===== config.mk =====
export PLATFORM = sky130hd
export DESIGN_NAME = ufb_flag_bank
export DESIGN_NICKNAME = d
export VERILOG_FILES = /design/src/shared/ufb_pkg.sv /design/src/core/ufb_flag_bank.sv
export SDC_FILE = /design/constraint.sdc
export NUM_CORES = 1
export LEC_CHECK = 0
export BUFFER_PORTS_ARGS = -buffer_cell sky130_fd_sc_hd__buf_2
export CAP_MARGIN = 30
export CORE_AREA = 3 3 119 121
export CTS_CLUSTER_SIZE = 10
export DETAILED_ROUTE_END_ITERATION = 10
export DIE_AREA = 0 0 122 124
export GPL_ROUTABILITY_DRIVEN = 0
export PLACE_DENSITY = 0.79
export SYNTH_ARGS = -nofsm -noshare
export SYNTH_HDL_FRONTEND = slang
export SYNTH_SLANG_ARGS = --single-unit

===== constraint.sdc =====
create_clock -name clock -period 4.5 [get_ports clock]
set_input_delay 0 -clock clock [delete_from_list [all_inputs] [get_ports clock]]
set_output_delay 0 -clock clock [all_outputs]
set_load 0.01 [all_outputs]

===== src/shared/ufb_pkg.sv =====
package ufb_pkg;

  // ----------------------------------------------------------------
  // register offsets
  // ----------------------------------------------------------------
  localparam logic [7:0] OFS_HOLD_EN = 8'h20;
  localparam logic [7:0] OFS_MASKS = 8'h24;
  localparam logic [7:0] OFS_SOF = 8'h28;
  localparam logic [7:0] OFS_PID = 8'h2c;
  localparam logic [7:0] OFS_ENDPOINT = 8'h30;
  localparam logic [7:0] OFS_EP_MARK = 8'h34;
  localparam logic [7:0] OFS_POWER = 8'h38;
  localparam logic [7:0] OFS_XCVR_CTRL = 8'h3c;
  localparam logic [7:0] OFS_FLAGS = 8'h40;
  localparam logic [7:0] OFS_IRQ_STAT = 8'h44;
  localparam logic [7:0] OFS_IRQ_MASK = 8'h48;

  // ----------------------------------------------------------------
  // field positions
  // ----------------------------------------------------------------
  localparam int NUM_FLAGS = 7;
  localparam int MASK2_LSB = 8;
  localparam int MASK3_LSB = 16;
  localparam int SOF_HI_LSB = 8;
  localparam int EP_VALID_BIT = 4;
  localparam int PWR_VALID_BIT = 8;
  localparam int PD_OFF_BIT = 18;
  localparam int AUTO_SE0_BIT = 13;
  localparam int AUTO_K_BIT = 12;
  localparam int FILT_LSB = 8;
  localparam int HW_RESUME_BIT = 7;
  localparam int CONF_LSB = 4;

  // event flag bit numbers
  localparam int FLG_TOKEN = 6;
  localparam int FLG_SE0 = 5;
  localparam int FLG_K = 4;
  localparam int FLG_J = 3;
  localparam int FLG_CRC16 = 2;
  localparam int FLG_RXACT = 1;
  localparam int FLG_RXERR = 0;
  // flags that follow a level rather than latch an event
  localparam logic [6:0] LEVEL_FLAGS = 7'h3b;

  // interrupt status bits
  localparam int IRQ_BITS = 4;
  localparam int IRQ_AUTO_SE0 = 0;
  localparam int IRQ_AUTO_K = 1;
  localparam int IRQ_TOKEN = 2;
  localparam int IRQ_CRC16 = 3;

  // ----------------------------------------------------------------
  // line states and reset values
  // ----------------------------------------------------------------
  localparam logic [1:0] LS_SE0 = 2'h0;
  localparam logic [1:0] LS_J = 2'h1;
  localparam logic [1:0] LS_K = 2'h2;
  localparam logic [15:0] FILT_CNT_RESET = 16'h0000;
  localparam logic [31:0] REG_RESET = 32'h0000_0000;

endpackage : ufb_pkg


===== src/core/ufb_flag_bank.sv =====
`timescale 1ns/1ps

// ------------------------------------------------------------------
// Functional notes
// ------------------------------------------------------------------
// Functional notes
// - seven hold-enable bits; a held flag keeps its value until written one.
// - a level flag not held simply follows later changes of its monitored signal.
// - first flag output is OR of flags selected by mask bits 6:0.
// - second flag output is OR of flags selected by mask bits 14:8.
// - third flag output is OR of flags selected by mask bits 22:16.
// - 11-bit frame counter, readable and writable, split 10:8 and 7:0.
// - last received packet identifier kept in bits 3:0, zero after reset.
// - last received endpoint in bits 3:0, bit 4 marks it valid.
// - marked endpoints go out on the receive port ORed with 0x10.
// - control bit 18 set turns off byte data port pulldowns.
// - automatic resume from SE0 sets bit 13 until software writes zero.
// - automatic resume from K sets bit 12 until software writes zero.
// - line-state changes pass after two to the power bits 11:8 clocks, plus one.
// - bit 7 lets hardware resume from suspend, else software polls filtered state.
// - transceiver config pins driven straight from control bits 6:4.
// - flag bits: token, SE0, K, J, CRC16 fail, receive active, receive error.
// - non-held event flags return to zero when the next packet begins.
module ufb_flag_bank #(
  parameter int ADDR_W = 8
) (
  input wire logic clock,
  input wire logic nrst,
  input wire logic [ADDR_W-1:0] addr,
  input wire logic [31:0] wr_data,
  input wire logic wr_en,
  input wire logic rd_en,
  output logic [31:0] rd_data,
  input wire logic token_ok,
  input wire logic crc16_fail,
  input wire logic rx_active,
  input wire logic rx_error,
  input wire logic packet_start,
  input wire logic [1:0] line_state_raw,
  input wire logic suspended,
  input wire logic sof_valid,
  input wire logic [10:0] sof_frame,
  input wire logic pid_valid,
  input wire logic [3:0] pid_in,
  input wire logic ep_valid_in,
  input wire logic [3:0] ep_in,
  output logic flag_output_first,
  output logic flag_output_second,
  output logic flag_output_third,
  output logic [4:0] rx_endpoint,
  output logic [1:0] line_state_filt,
  output logic resume_req,
  output logic byte_data_pulldown_off,
  output logic [2:0] transceiver_config_pins,
  output logic irq
);

  // ----------------------------------------------------------------
  // state
  // ----------------------------------------------------------------
  typedef struct packed {
    logic [6:0] hold_en;
    logic [6:0] mask1;
    logic [6:0] mask2;
    logic [6:0] mask3;
    logic [10:0] sof;
    logic [3:0] pid;
    logic [3:0] ep;
    logic ep_valid;
    logic [15:0] ep_mark;
    logic pwr_valid;
    logic [7:0] pwr_data;
    logic pd_off;
    logic auto_se0;
    logic auto_k;
    logic [3:0] filt_shift;
    logic hw_resume;
    logic [2:0] conf;
    logic [6:0] flags;
    logic [3:0] irq_stat;
    logic [3:0] irq_mask;
    logic [1:0] ls_filt;
    logic [1:0] ls_cand;
    logic [15:0] ls_cnt;
    logic [31:0] rd_data;
    logic out1;
    logic out2;
    logic out3;
    logic irq;
    logic [4:0] rx_ep;
    logic resume_req;
  } ufb_state_t;

  ufb_state_t state_reg;
  ufb_state_t state_next;
  logic [6:0] monitor;
  logic [6:0] w1c;
  logic [15:0] filt_limit;
  logic [1:0] filt_now;
  logic [3:0] irq_events;

  // ----------------------------------------------------------------
  // next state
  // ----------------------------------------------------------------
  always_comb begin
    state_next = state_reg;
    // one-cycle pulses
    state_next.resume_req = 1'b0;
    state_next.rd_data = ufb_pkg::REG_RESET;

    // register writes
    w1c = 7'h00;
    if (wr_en) begin
      case (addr[7:0])
        ufb_pkg::OFS_HOLD_EN: state_next.hold_en = wr_data[6:0];
        ufb_pkg::OFS_MASKS: begin
          state_next.mask1 = wr_data[6:0];
          state_next.mask2 = wr_data[ufb_pkg::MASK2_LSB +: 7];
          state_next.mask3 = wr_data[ufb_pkg::MASK3_LSB +: 7];
        end
        ufb_pkg::OFS_SOF: state_next.sof = wr_data[10:0];
        ufb_pkg::OFS_EP_MARK: state_next.ep_mark = wr_data[15:0];
        ufb_pkg::OFS_POWER: begin
          state_next.pwr_valid = wr_data[ufb_pkg::PWR_VALID_BIT];
          state_next.pwr_data = wr_data[7:0];
        end
        ufb_pkg::OFS_XCVR_CTRL: begin
          state_next.pd_off = wr_data[ufb_pkg::PD_OFF_BIT];
          state_next.auto_se0 = wr_data[ufb_pkg::AUTO_SE0_BIT];
          state_next.auto_k = wr_data[ufb_pkg::AUTO_K_BIT];
          state_next.filt_shift = wr_data[ufb_pkg::FILT_LSB +: 4];
          state_next.hw_resume = wr_data[ufb_pkg::HW_RESUME_BIT];
          state_next.conf = wr_data[ufb_pkg::CONF_LSB +: 3];
        end
        ufb_pkg::OFS_FLAGS: w1c = wr_data[6:0] & state_reg.hold_en;
        ufb_pkg::OFS_IRQ_STAT: state_next.irq_stat = state_reg.irq_stat & ~wr_data[3:0];
        ufb_pkg::OFS_IRQ_MASK: state_next.irq_mask = wr_data[3:0];
        default: begin
        end
      endcase
    end

    // line-state filter: a new value must stand 2^n + 1 clocks
    filt_limit = 16'h0001 << state_reg.filt_shift;
    filt_now = state_reg.ls_filt;
    if (line_state_raw != state_reg.ls_cand) begin
      state_next.ls_cand = line_state_raw;
      state_next.ls_cnt = ufb_pkg::FILT_CNT_RESET;
    end else if (line_state_raw != state_reg.ls_filt) begin
      if (state_reg.ls_cnt + 16'h0001 >= filt_limit) begin
        filt_now = line_state_raw;
        state_next.ls_cnt = ufb_pkg::FILT_CNT_RESET;
      end else begin
        state_next.ls_cnt = state_reg.ls_cnt + 16'h0001;
      end
    end
    state_next.ls_filt = filt_now;

    // hardware resume out of suspend
    if (state_reg.hw_resume && suspended) begin
      if (state_reg.ls_filt == ufb_pkg::LS_SE0) begin
        state_next.auto_se0 = 1'b1;
        state_next.irq_stat[ufb_pkg::IRQ_AUTO_SE0] = 1'b1;
        state_next.resume_req = 1'b1;
      end else if (state_reg.ls_filt == ufb_pkg::LS_K) begin
        state_next.auto_k = 1'b1;
        state_next.irq_stat[ufb_pkg::IRQ_AUTO_K] = 1'b1;
        state_next.resume_req = 1'b1;
      end
    end

    // event flags
    monitor = 7'h00;
    monitor[ufb_pkg::FLG_TOKEN] = token_ok;
    monitor[ufb_pkg::FLG_SE0] = filt_now == ufb_pkg::LS_SE0;
    monitor[ufb_pkg::FLG_K] = filt_now == ufb_pkg::LS_K;
    monitor[ufb_pkg::FLG_J] = filt_now == ufb_pkg::LS_J;
    monitor[ufb_pkg::FLG_CRC16] = crc16_fail;
    monitor[ufb_pkg::FLG_RXACT] = rx_active;
    monitor[ufb_pkg::FLG_RXERR] = rx_error;
    for (int i = 0; i < ufb_pkg::NUM_FLAGS; i++) begin
      if (monitor[i]) begin
        state_next.flags[i] = 1'b1;
      end else if (state_reg.hold_en[i]) begin
        if (w1c[i]) begin
          state_next.flags[i] = 1'b0;
        end
      end else if (ufb_pkg::LEVEL_FLAGS[i]) begin
        state_next.flags[i] = 1'b0;
      end else if (packet_start) begin
        state_next.flags[i] = 1'b0;
      end
    end

    // flag outputs follow the new flags in the same cycle
    state_next.out1 = |(state_next.flags & state_next.mask1);
    state_next.out2 = |(state_next.flags & state_next.mask2);
    state_next.out3 = |(state_next.flags & state_next.mask3);

    // capture from the packet machine
    if (sof_valid) begin
      state_next.sof = sof_frame;
    end
    if (pid_valid) begin
      state_next.pid = pid_in;
    end
    if (ep_valid_in) begin
      state_next.ep = ep_in;
      state_next.ep_valid = 1'b1;
      state_next.rx_ep = {state_reg.ep_mark[ep_in], ep_in};
    end

    // interrupts: set wins over clear
    irq_events = 4'h0;
    // auto-resume causes come from the resume logic, never from a write
    irq_events[ufb_pkg::IRQ_TOKEN] = token_ok;
    irq_events[ufb_pkg::IRQ_CRC16] = crc16_fail;
    state_next.irq_stat = state_next.irq_stat | irq_events;
    state_next.irq = |(state_next.irq_stat & state_next.irq_mask);

    // read data, valid in the following cycle only
    if (rd_en) begin
      case (addr[7:0])
        ufb_pkg::OFS_HOLD_EN: state_next.rd_data = {25'h0, state_reg.hold_en};
        ufb_pkg::OFS_MASKS: state_next.rd_data = {9'h0, state_reg.mask3, 1'b0,
                                                  state_reg.mask2, 1'b0, state_reg.mask1};
        ufb_pkg::OFS_SOF: state_next.rd_data = {21'h0, state_reg.sof};
        ufb_pkg::OFS_PID: state_next.rd_data = {28'h0, state_reg.pid};
        ufb_pkg::OFS_ENDPOINT: state_next.rd_data = {27'h0, state_reg.ep_valid, state_reg.ep};
        ufb_pkg::OFS_EP_MARK: state_next.rd_data = {16'h0, state_reg.ep_mark};
        ufb_pkg::OFS_POWER: state_next.rd_data = {23'h0, state_reg.pwr_valid,
                                                  state_reg.pwr_data};
        ufb_pkg::OFS_XCVR_CTRL: state_next.rd_data = {13'h0, state_reg.pd_off, 4'h0,
                                                      state_reg.auto_se0, state_reg.auto_k,
                                                      state_reg.filt_shift,
                                                      state_reg.hw_resume, state_reg.conf,
                                                      4'h0};
        ufb_pkg::OFS_FLAGS: state_next.rd_data = {25'h0, state_reg.flags};
        ufb_pkg::OFS_IRQ_STAT: state_next.rd_data = {28'h0, state_reg.irq_stat};
        ufb_pkg::OFS_IRQ_MASK: state_next.rd_data = {28'h0, state_reg.irq_mask};
        default: state_next.rd_data = ufb_pkg::REG_RESET;
      endcase
    end
  end

  // ----------------------------------------------------------------
  // registers
  // ----------------------------------------------------------------
  always_ff @(posedge clock or negedge nrst) begin
    if (!nrst) begin
      state_reg <= '0;
    end else begin
      state_reg <= state_next;
    end
  end

  assign rd_data = state_reg.rd_data;
  assign flag_output_first = state_reg.out1;
  assign flag_output_second = state_reg.out2;
  assign flag_output_third = state_reg.out3;
  assign rx_endpoint = state_reg.rx_ep;
  assign line_state_filt = state_reg.ls_filt;
  assign resume_req = state_reg.resume_req;
  assign byte_data_pulldown_off = state_reg.pd_off;
  assign transceiver_config_pins = state_reg.conf;
  assign irq = state_reg.irq;
endmodule : ufb_flag_bank


==> results.sh <==
export IMPL_r2r_cells=17
export IMPL_clkPwrFrac_pct=41.6
export IMPL_dp_hpwl_um=13400
export IMPL_start_util_pct=56.5
export IMPL_io_pins=122
export IMPL_vias=6175
export IMPL_vdd_ir_drop_max_uv=283
export IMPL_slowest_stage="or3_1"
export IMPL_powerDensity_nw_per_um2=348
export IMPL_finalCritPeriodShare_pct=95.1
export IMPL_required_ps=4800
export IMPL_cp_arrival_ps=4580
export IMPL_setup_viol=0
export IMPL_drtIter0Drc=669
export IMPL_relSlewSlack_pct=41.6
export IMPL_worst_pin_slew_ps=877
export IMPL_crit_path_start_kind="register"
export IMPL_grt_max_degree=97
export IMPL_async_flop_share_pct=100
export IMPL_drc=0
export IMPL_dpl_cell_count=903
export IMPL_max_clock_path_buffers=2
export IMPL_worst_setup_path_end_kind="register"
export IMPL_whs_path_depth=2
export IMPL_status="finished, final reports clean"
export IMPL_cts_tree="built"
export IMPL_period_needed_ps=4280
export IMPL_die_area_um2=15100
export IMPL_critPathKind="reg2reg"
export IMPL_cts_clk_slew_worst_paths_ps=60
export IMPL_hold_violations=0
export IMPL_synth_edf_count=0
export IMPL_finalPower_mw=3.19
export IMPL_syn_to_final_growth_pct=23.2
export IMPL_tns_ps=0
export IMPL_numCtsBuffers=17
export IMPL_r2r_slack_ps=220
export IMPL_final_antenna_net_count=0
export IMPL_track_usage_pct=27.5
export IMPL_path_cells="ha_1 > nand3_1 > nor2_1 > and3_1 > and4_1 > nand4_1 > xor2_1 > inv_1 > ha_1 > nand4_1 > or3_1 > or2_1 > o2111a_1 > a311oi_1 > buf_4 > a21oi_1 > a2111o_1"
export IMPL_die_w_um=122
export IMPL_post_cts_setup_buffers=0
export IMPL_fin_skew_ps=9.34
export IMPL_vias_per_cell=6.10
export IMPL_timing_rr_end="flag_output_first"
export IMPL_htree_levels=4
export IMPL_leakagePower_nw=4.66
export IMPL_p_int_mw=2.35
export IMPL_nets=914
export IMPL_antenna_found_initial=0
export IMPL_coreArea_um2=13200
export IMPL_slew_viol_final=0
export IMPL_hold_end="state_reg[114]"
export IMPL_drt_pass1_iterations=8
export IMPL_ys_seq_area_share_pct=49.7
export IMPL_cts_root_buf="clkbuf_16"
export IMPL_grt_ovfl_total=0
export IMPL_ys_seq_elements=148
export IMPL_r2r_start="state_reg[42]"
export IMPL_pwr_share_comb_pct=12.0
export IMPL_critPathMaxFanout=6
export IMPL_drt_wl_total_um=20200
export IMPL_drive_gt1_share_pct=26.0
export IMPL_p_sw_share_pct=26.3
export IMPL_synth_cell_area_um2=7450
export IMPL_die_h_um=124
export IMPL_fmax_ghz=0.234
export IMPL_rows=42
export IMPL_port_buffers=103
export IMPL_rsz0062_at_grt="no"
export IMPL_maxCapViolCount=0
export IMPL_antenna_cells=0
export IMPL_synthCells=679
export IMPL_power_switching_mw=0.840
export IMPL_largest_reg_flops=112
export IMPL_yosysUniqueCellTypes=59
export IMPL_p_seq_share_pct=46.4
export IMPL_synthFlopType="dfrtp_1"
export IMPL_synth_warning_count=0
export IMPL_grt_pass1_vias=6224
export IMPL_clock_sinks=148
export IMPL_clk_insertion_delay_late_ps=430
export IMPL_final_cells=1012
export IMPL_hp_start="ep_in[0]"
export IMPL_cpPeakStageDelay_ps=440
export IMPL_routedWlPerCell_um=20.0
export IMPL_synth_avg_cell_area_um2=11.0
export IMPL_grt_pass1_wl_um=31800
export IMPL_worst_hold_path_type="in2reg"
-- area by class of cell --
cell class                 count  area [um^2]
inverter                      26         97.6
tap                          176          220
fill                         937         4010
clock inverter                10         71.3
sequential                   148         3700
clock buffer                  22          484
timing repair buffer         186         1340
multi-input combinational    444         3270
-- cells by family after synthesis --
group	synth area share, %
AND/OR/NAND/NOR	12.0
XOR/XNOR	2.00
AO/OA/AOI/OAI	12.1
other	0.0503
adder cells (fa/ha/maj)	2.85
multiplexers	14.4
flip-flops	49.7
buffers and inverters	7.03
-- routing by layer --
layer	track usage (%)	wire length (um)	vias to the layer above
li1	-	-	2710
met1	35.3	7980	3065
met2	44.7	9870	349
met3	7.04	1850	51
met4	11.4	497	0
met5	0	0	-
-- worst max path at each step --
stage                             start           endpoint  slack, ps  cells past startpoint
after global routing      state_reg[42]  flag_output_third         20                     17
after floorplan           state_reg[42]  flag_output_first        570                     16
after detailed placement  state_reg[42]  flag_output_third        320                     16
final                     state_reg[42]  flag_output_first        220                     17
after CTS                 state_reg[42]  flag_output_first        280                     16
after global placement    state_reg[42]  flag_output_third        460                     16
-- worst max-delay path: cells and delay by family, from the launching register on --
family	cells	cell delay [ps]
and+or+nand+nor	8	1870
AOI/OAI and AO/OA	4	850
adders and majority gates	2	540
DFF	1	420
buffers and inverters	2	260
xor gates and xnor gates	1	210
-- timing repair --
item                       4_1_cts  5_1_grt
setup endpoints to repair        0        3
gates resized for setup          0        2
hold endpoints to repair       201        0
hold buffers                    77        0
-- synth_stat cells (3+ instances only) --
| library cell | n | share of area [%] |
|---|---|---|
| a22o_1 | 7 | 0.82 |
| o31ai_1 | 4 | 0.40 |
| xnor2_1 | 8 | 0.94 |
| a22oi_1 | 17 | 1.7 |
| dfrtp_1 | 148 | 50 |
| nor2_1 | 27 | 1.4 |
| a2111o_1 | 3 | 0.45 |
| nand4_1 | 6 | 0.50 |
| a21o_1 | 4 | 0.40 |
| o22ai_1 | 6 | 0.50 |
| nand3_1 | 25 | 1.7 |
| nor4_1 | 4 | 0.34 |
| a211o_1 | 3 | 0.35 |
| xor2_1 | 9 | 1.1 |
| a221oi_1 | 6 | 0.71 |
| mux2_2 | 59 | 8.9 |
| nand2b_1 | 8 | 0.67 |
| o21ai_1 | 3 | 0.20 |
| buf_4 | 42 | 4.2 |
| nand2_1 | 71 | 3.6 |
| o21ai_0 | 32 | 2.1 |
| nor2b_1 | 6 | 0.50 |
| mux4_2 | 5 | 1.5 |
| inv_1 | 26 | 1.3 |
| a222oi_1 | 11 | 1.5 |
| nor3_1 | 3 | 0.20 |
| clkbuf_1 | 23 | 1.2 |
| or3_1 | 3 | 0.25 |
| and3_1 | 11 | 0.92 |
| ha_1 | 17 | 2.9 |
| mux2i_1 | 23 | 3.1 |
| a21oi_1 | 14 | 0.94 |
| mux2i_2 | 3 | 0.55 |
| a41oi_1 | 3 | 0.35 |
| a31oi_1 | 10 | 0.84 |
-- through the flow --
| step | utilization (%) | worst slack, ps | cell area, um^2 | hold WS (ps) |
|---|---|---|---|---|
| floorplan | - | 572 | 7480 | -296 |
| global placement | 59.5 | 455 | 7850 | 127 |
| detailed placement | 59.5 | 324 | 7850 | 144 |
| CTS | 69.6 | 277 | 9180 | 9.67 |
| global route | 69.6 | 15.2 | 9180 | 38.0 |
| finish | 69.6 | 222 | 9180 | 14.4 |
-- power groups by stage --
stage,Combinational [mW],Sequential (mW),Clock (mW)
floorplan,0.189,1.47,0
global placement,0.296,1.49,0
finish,0.383,1.48,1.33
detailed placement,0.309,1.50,0
global route,0.418,1.49,1.41
CTS,0.372,1.48,1.33
-- cell usage in the layout, fill, tap and decap left out, types with 3 or more instances in the layout --
cell / n
nor2b_1: 6
nand3_1: 25
mux2i_2: 4
mux4_2: 5
nand4_1: 6
mux2i_1: 22
inv_6: 3
inv_1: 26
nand2b_1: 8
a21o_1: 4
dlygate4sd3_1: 77
a22oi_1: 17
o22ai_1: 6
clkbuf_8: 4
clkinv_2: 4
a21oi_1: 14
nor2_1: 27
a31oi_1: 10
nor4_1: 3
xor2_1: 9
xnor2_1: 8
dfrtp_1: 148
o21ai_0: 32
o31ai_1: 4
buf_4: 6
clkbuf_16: 17
a222oi_1: 11
ha_1: 17
a41oi_1: 3
a2111o_1: 3
nand2_1: 71
buf_2: 102
mux2_2: 59
a22o_1: 7
nor3_1: 3
a221oi_1: 6
conb_1: 9
or3_1: 3
a211o_1: 3
and3_1: 11
(Power assumes the default switching activity.)
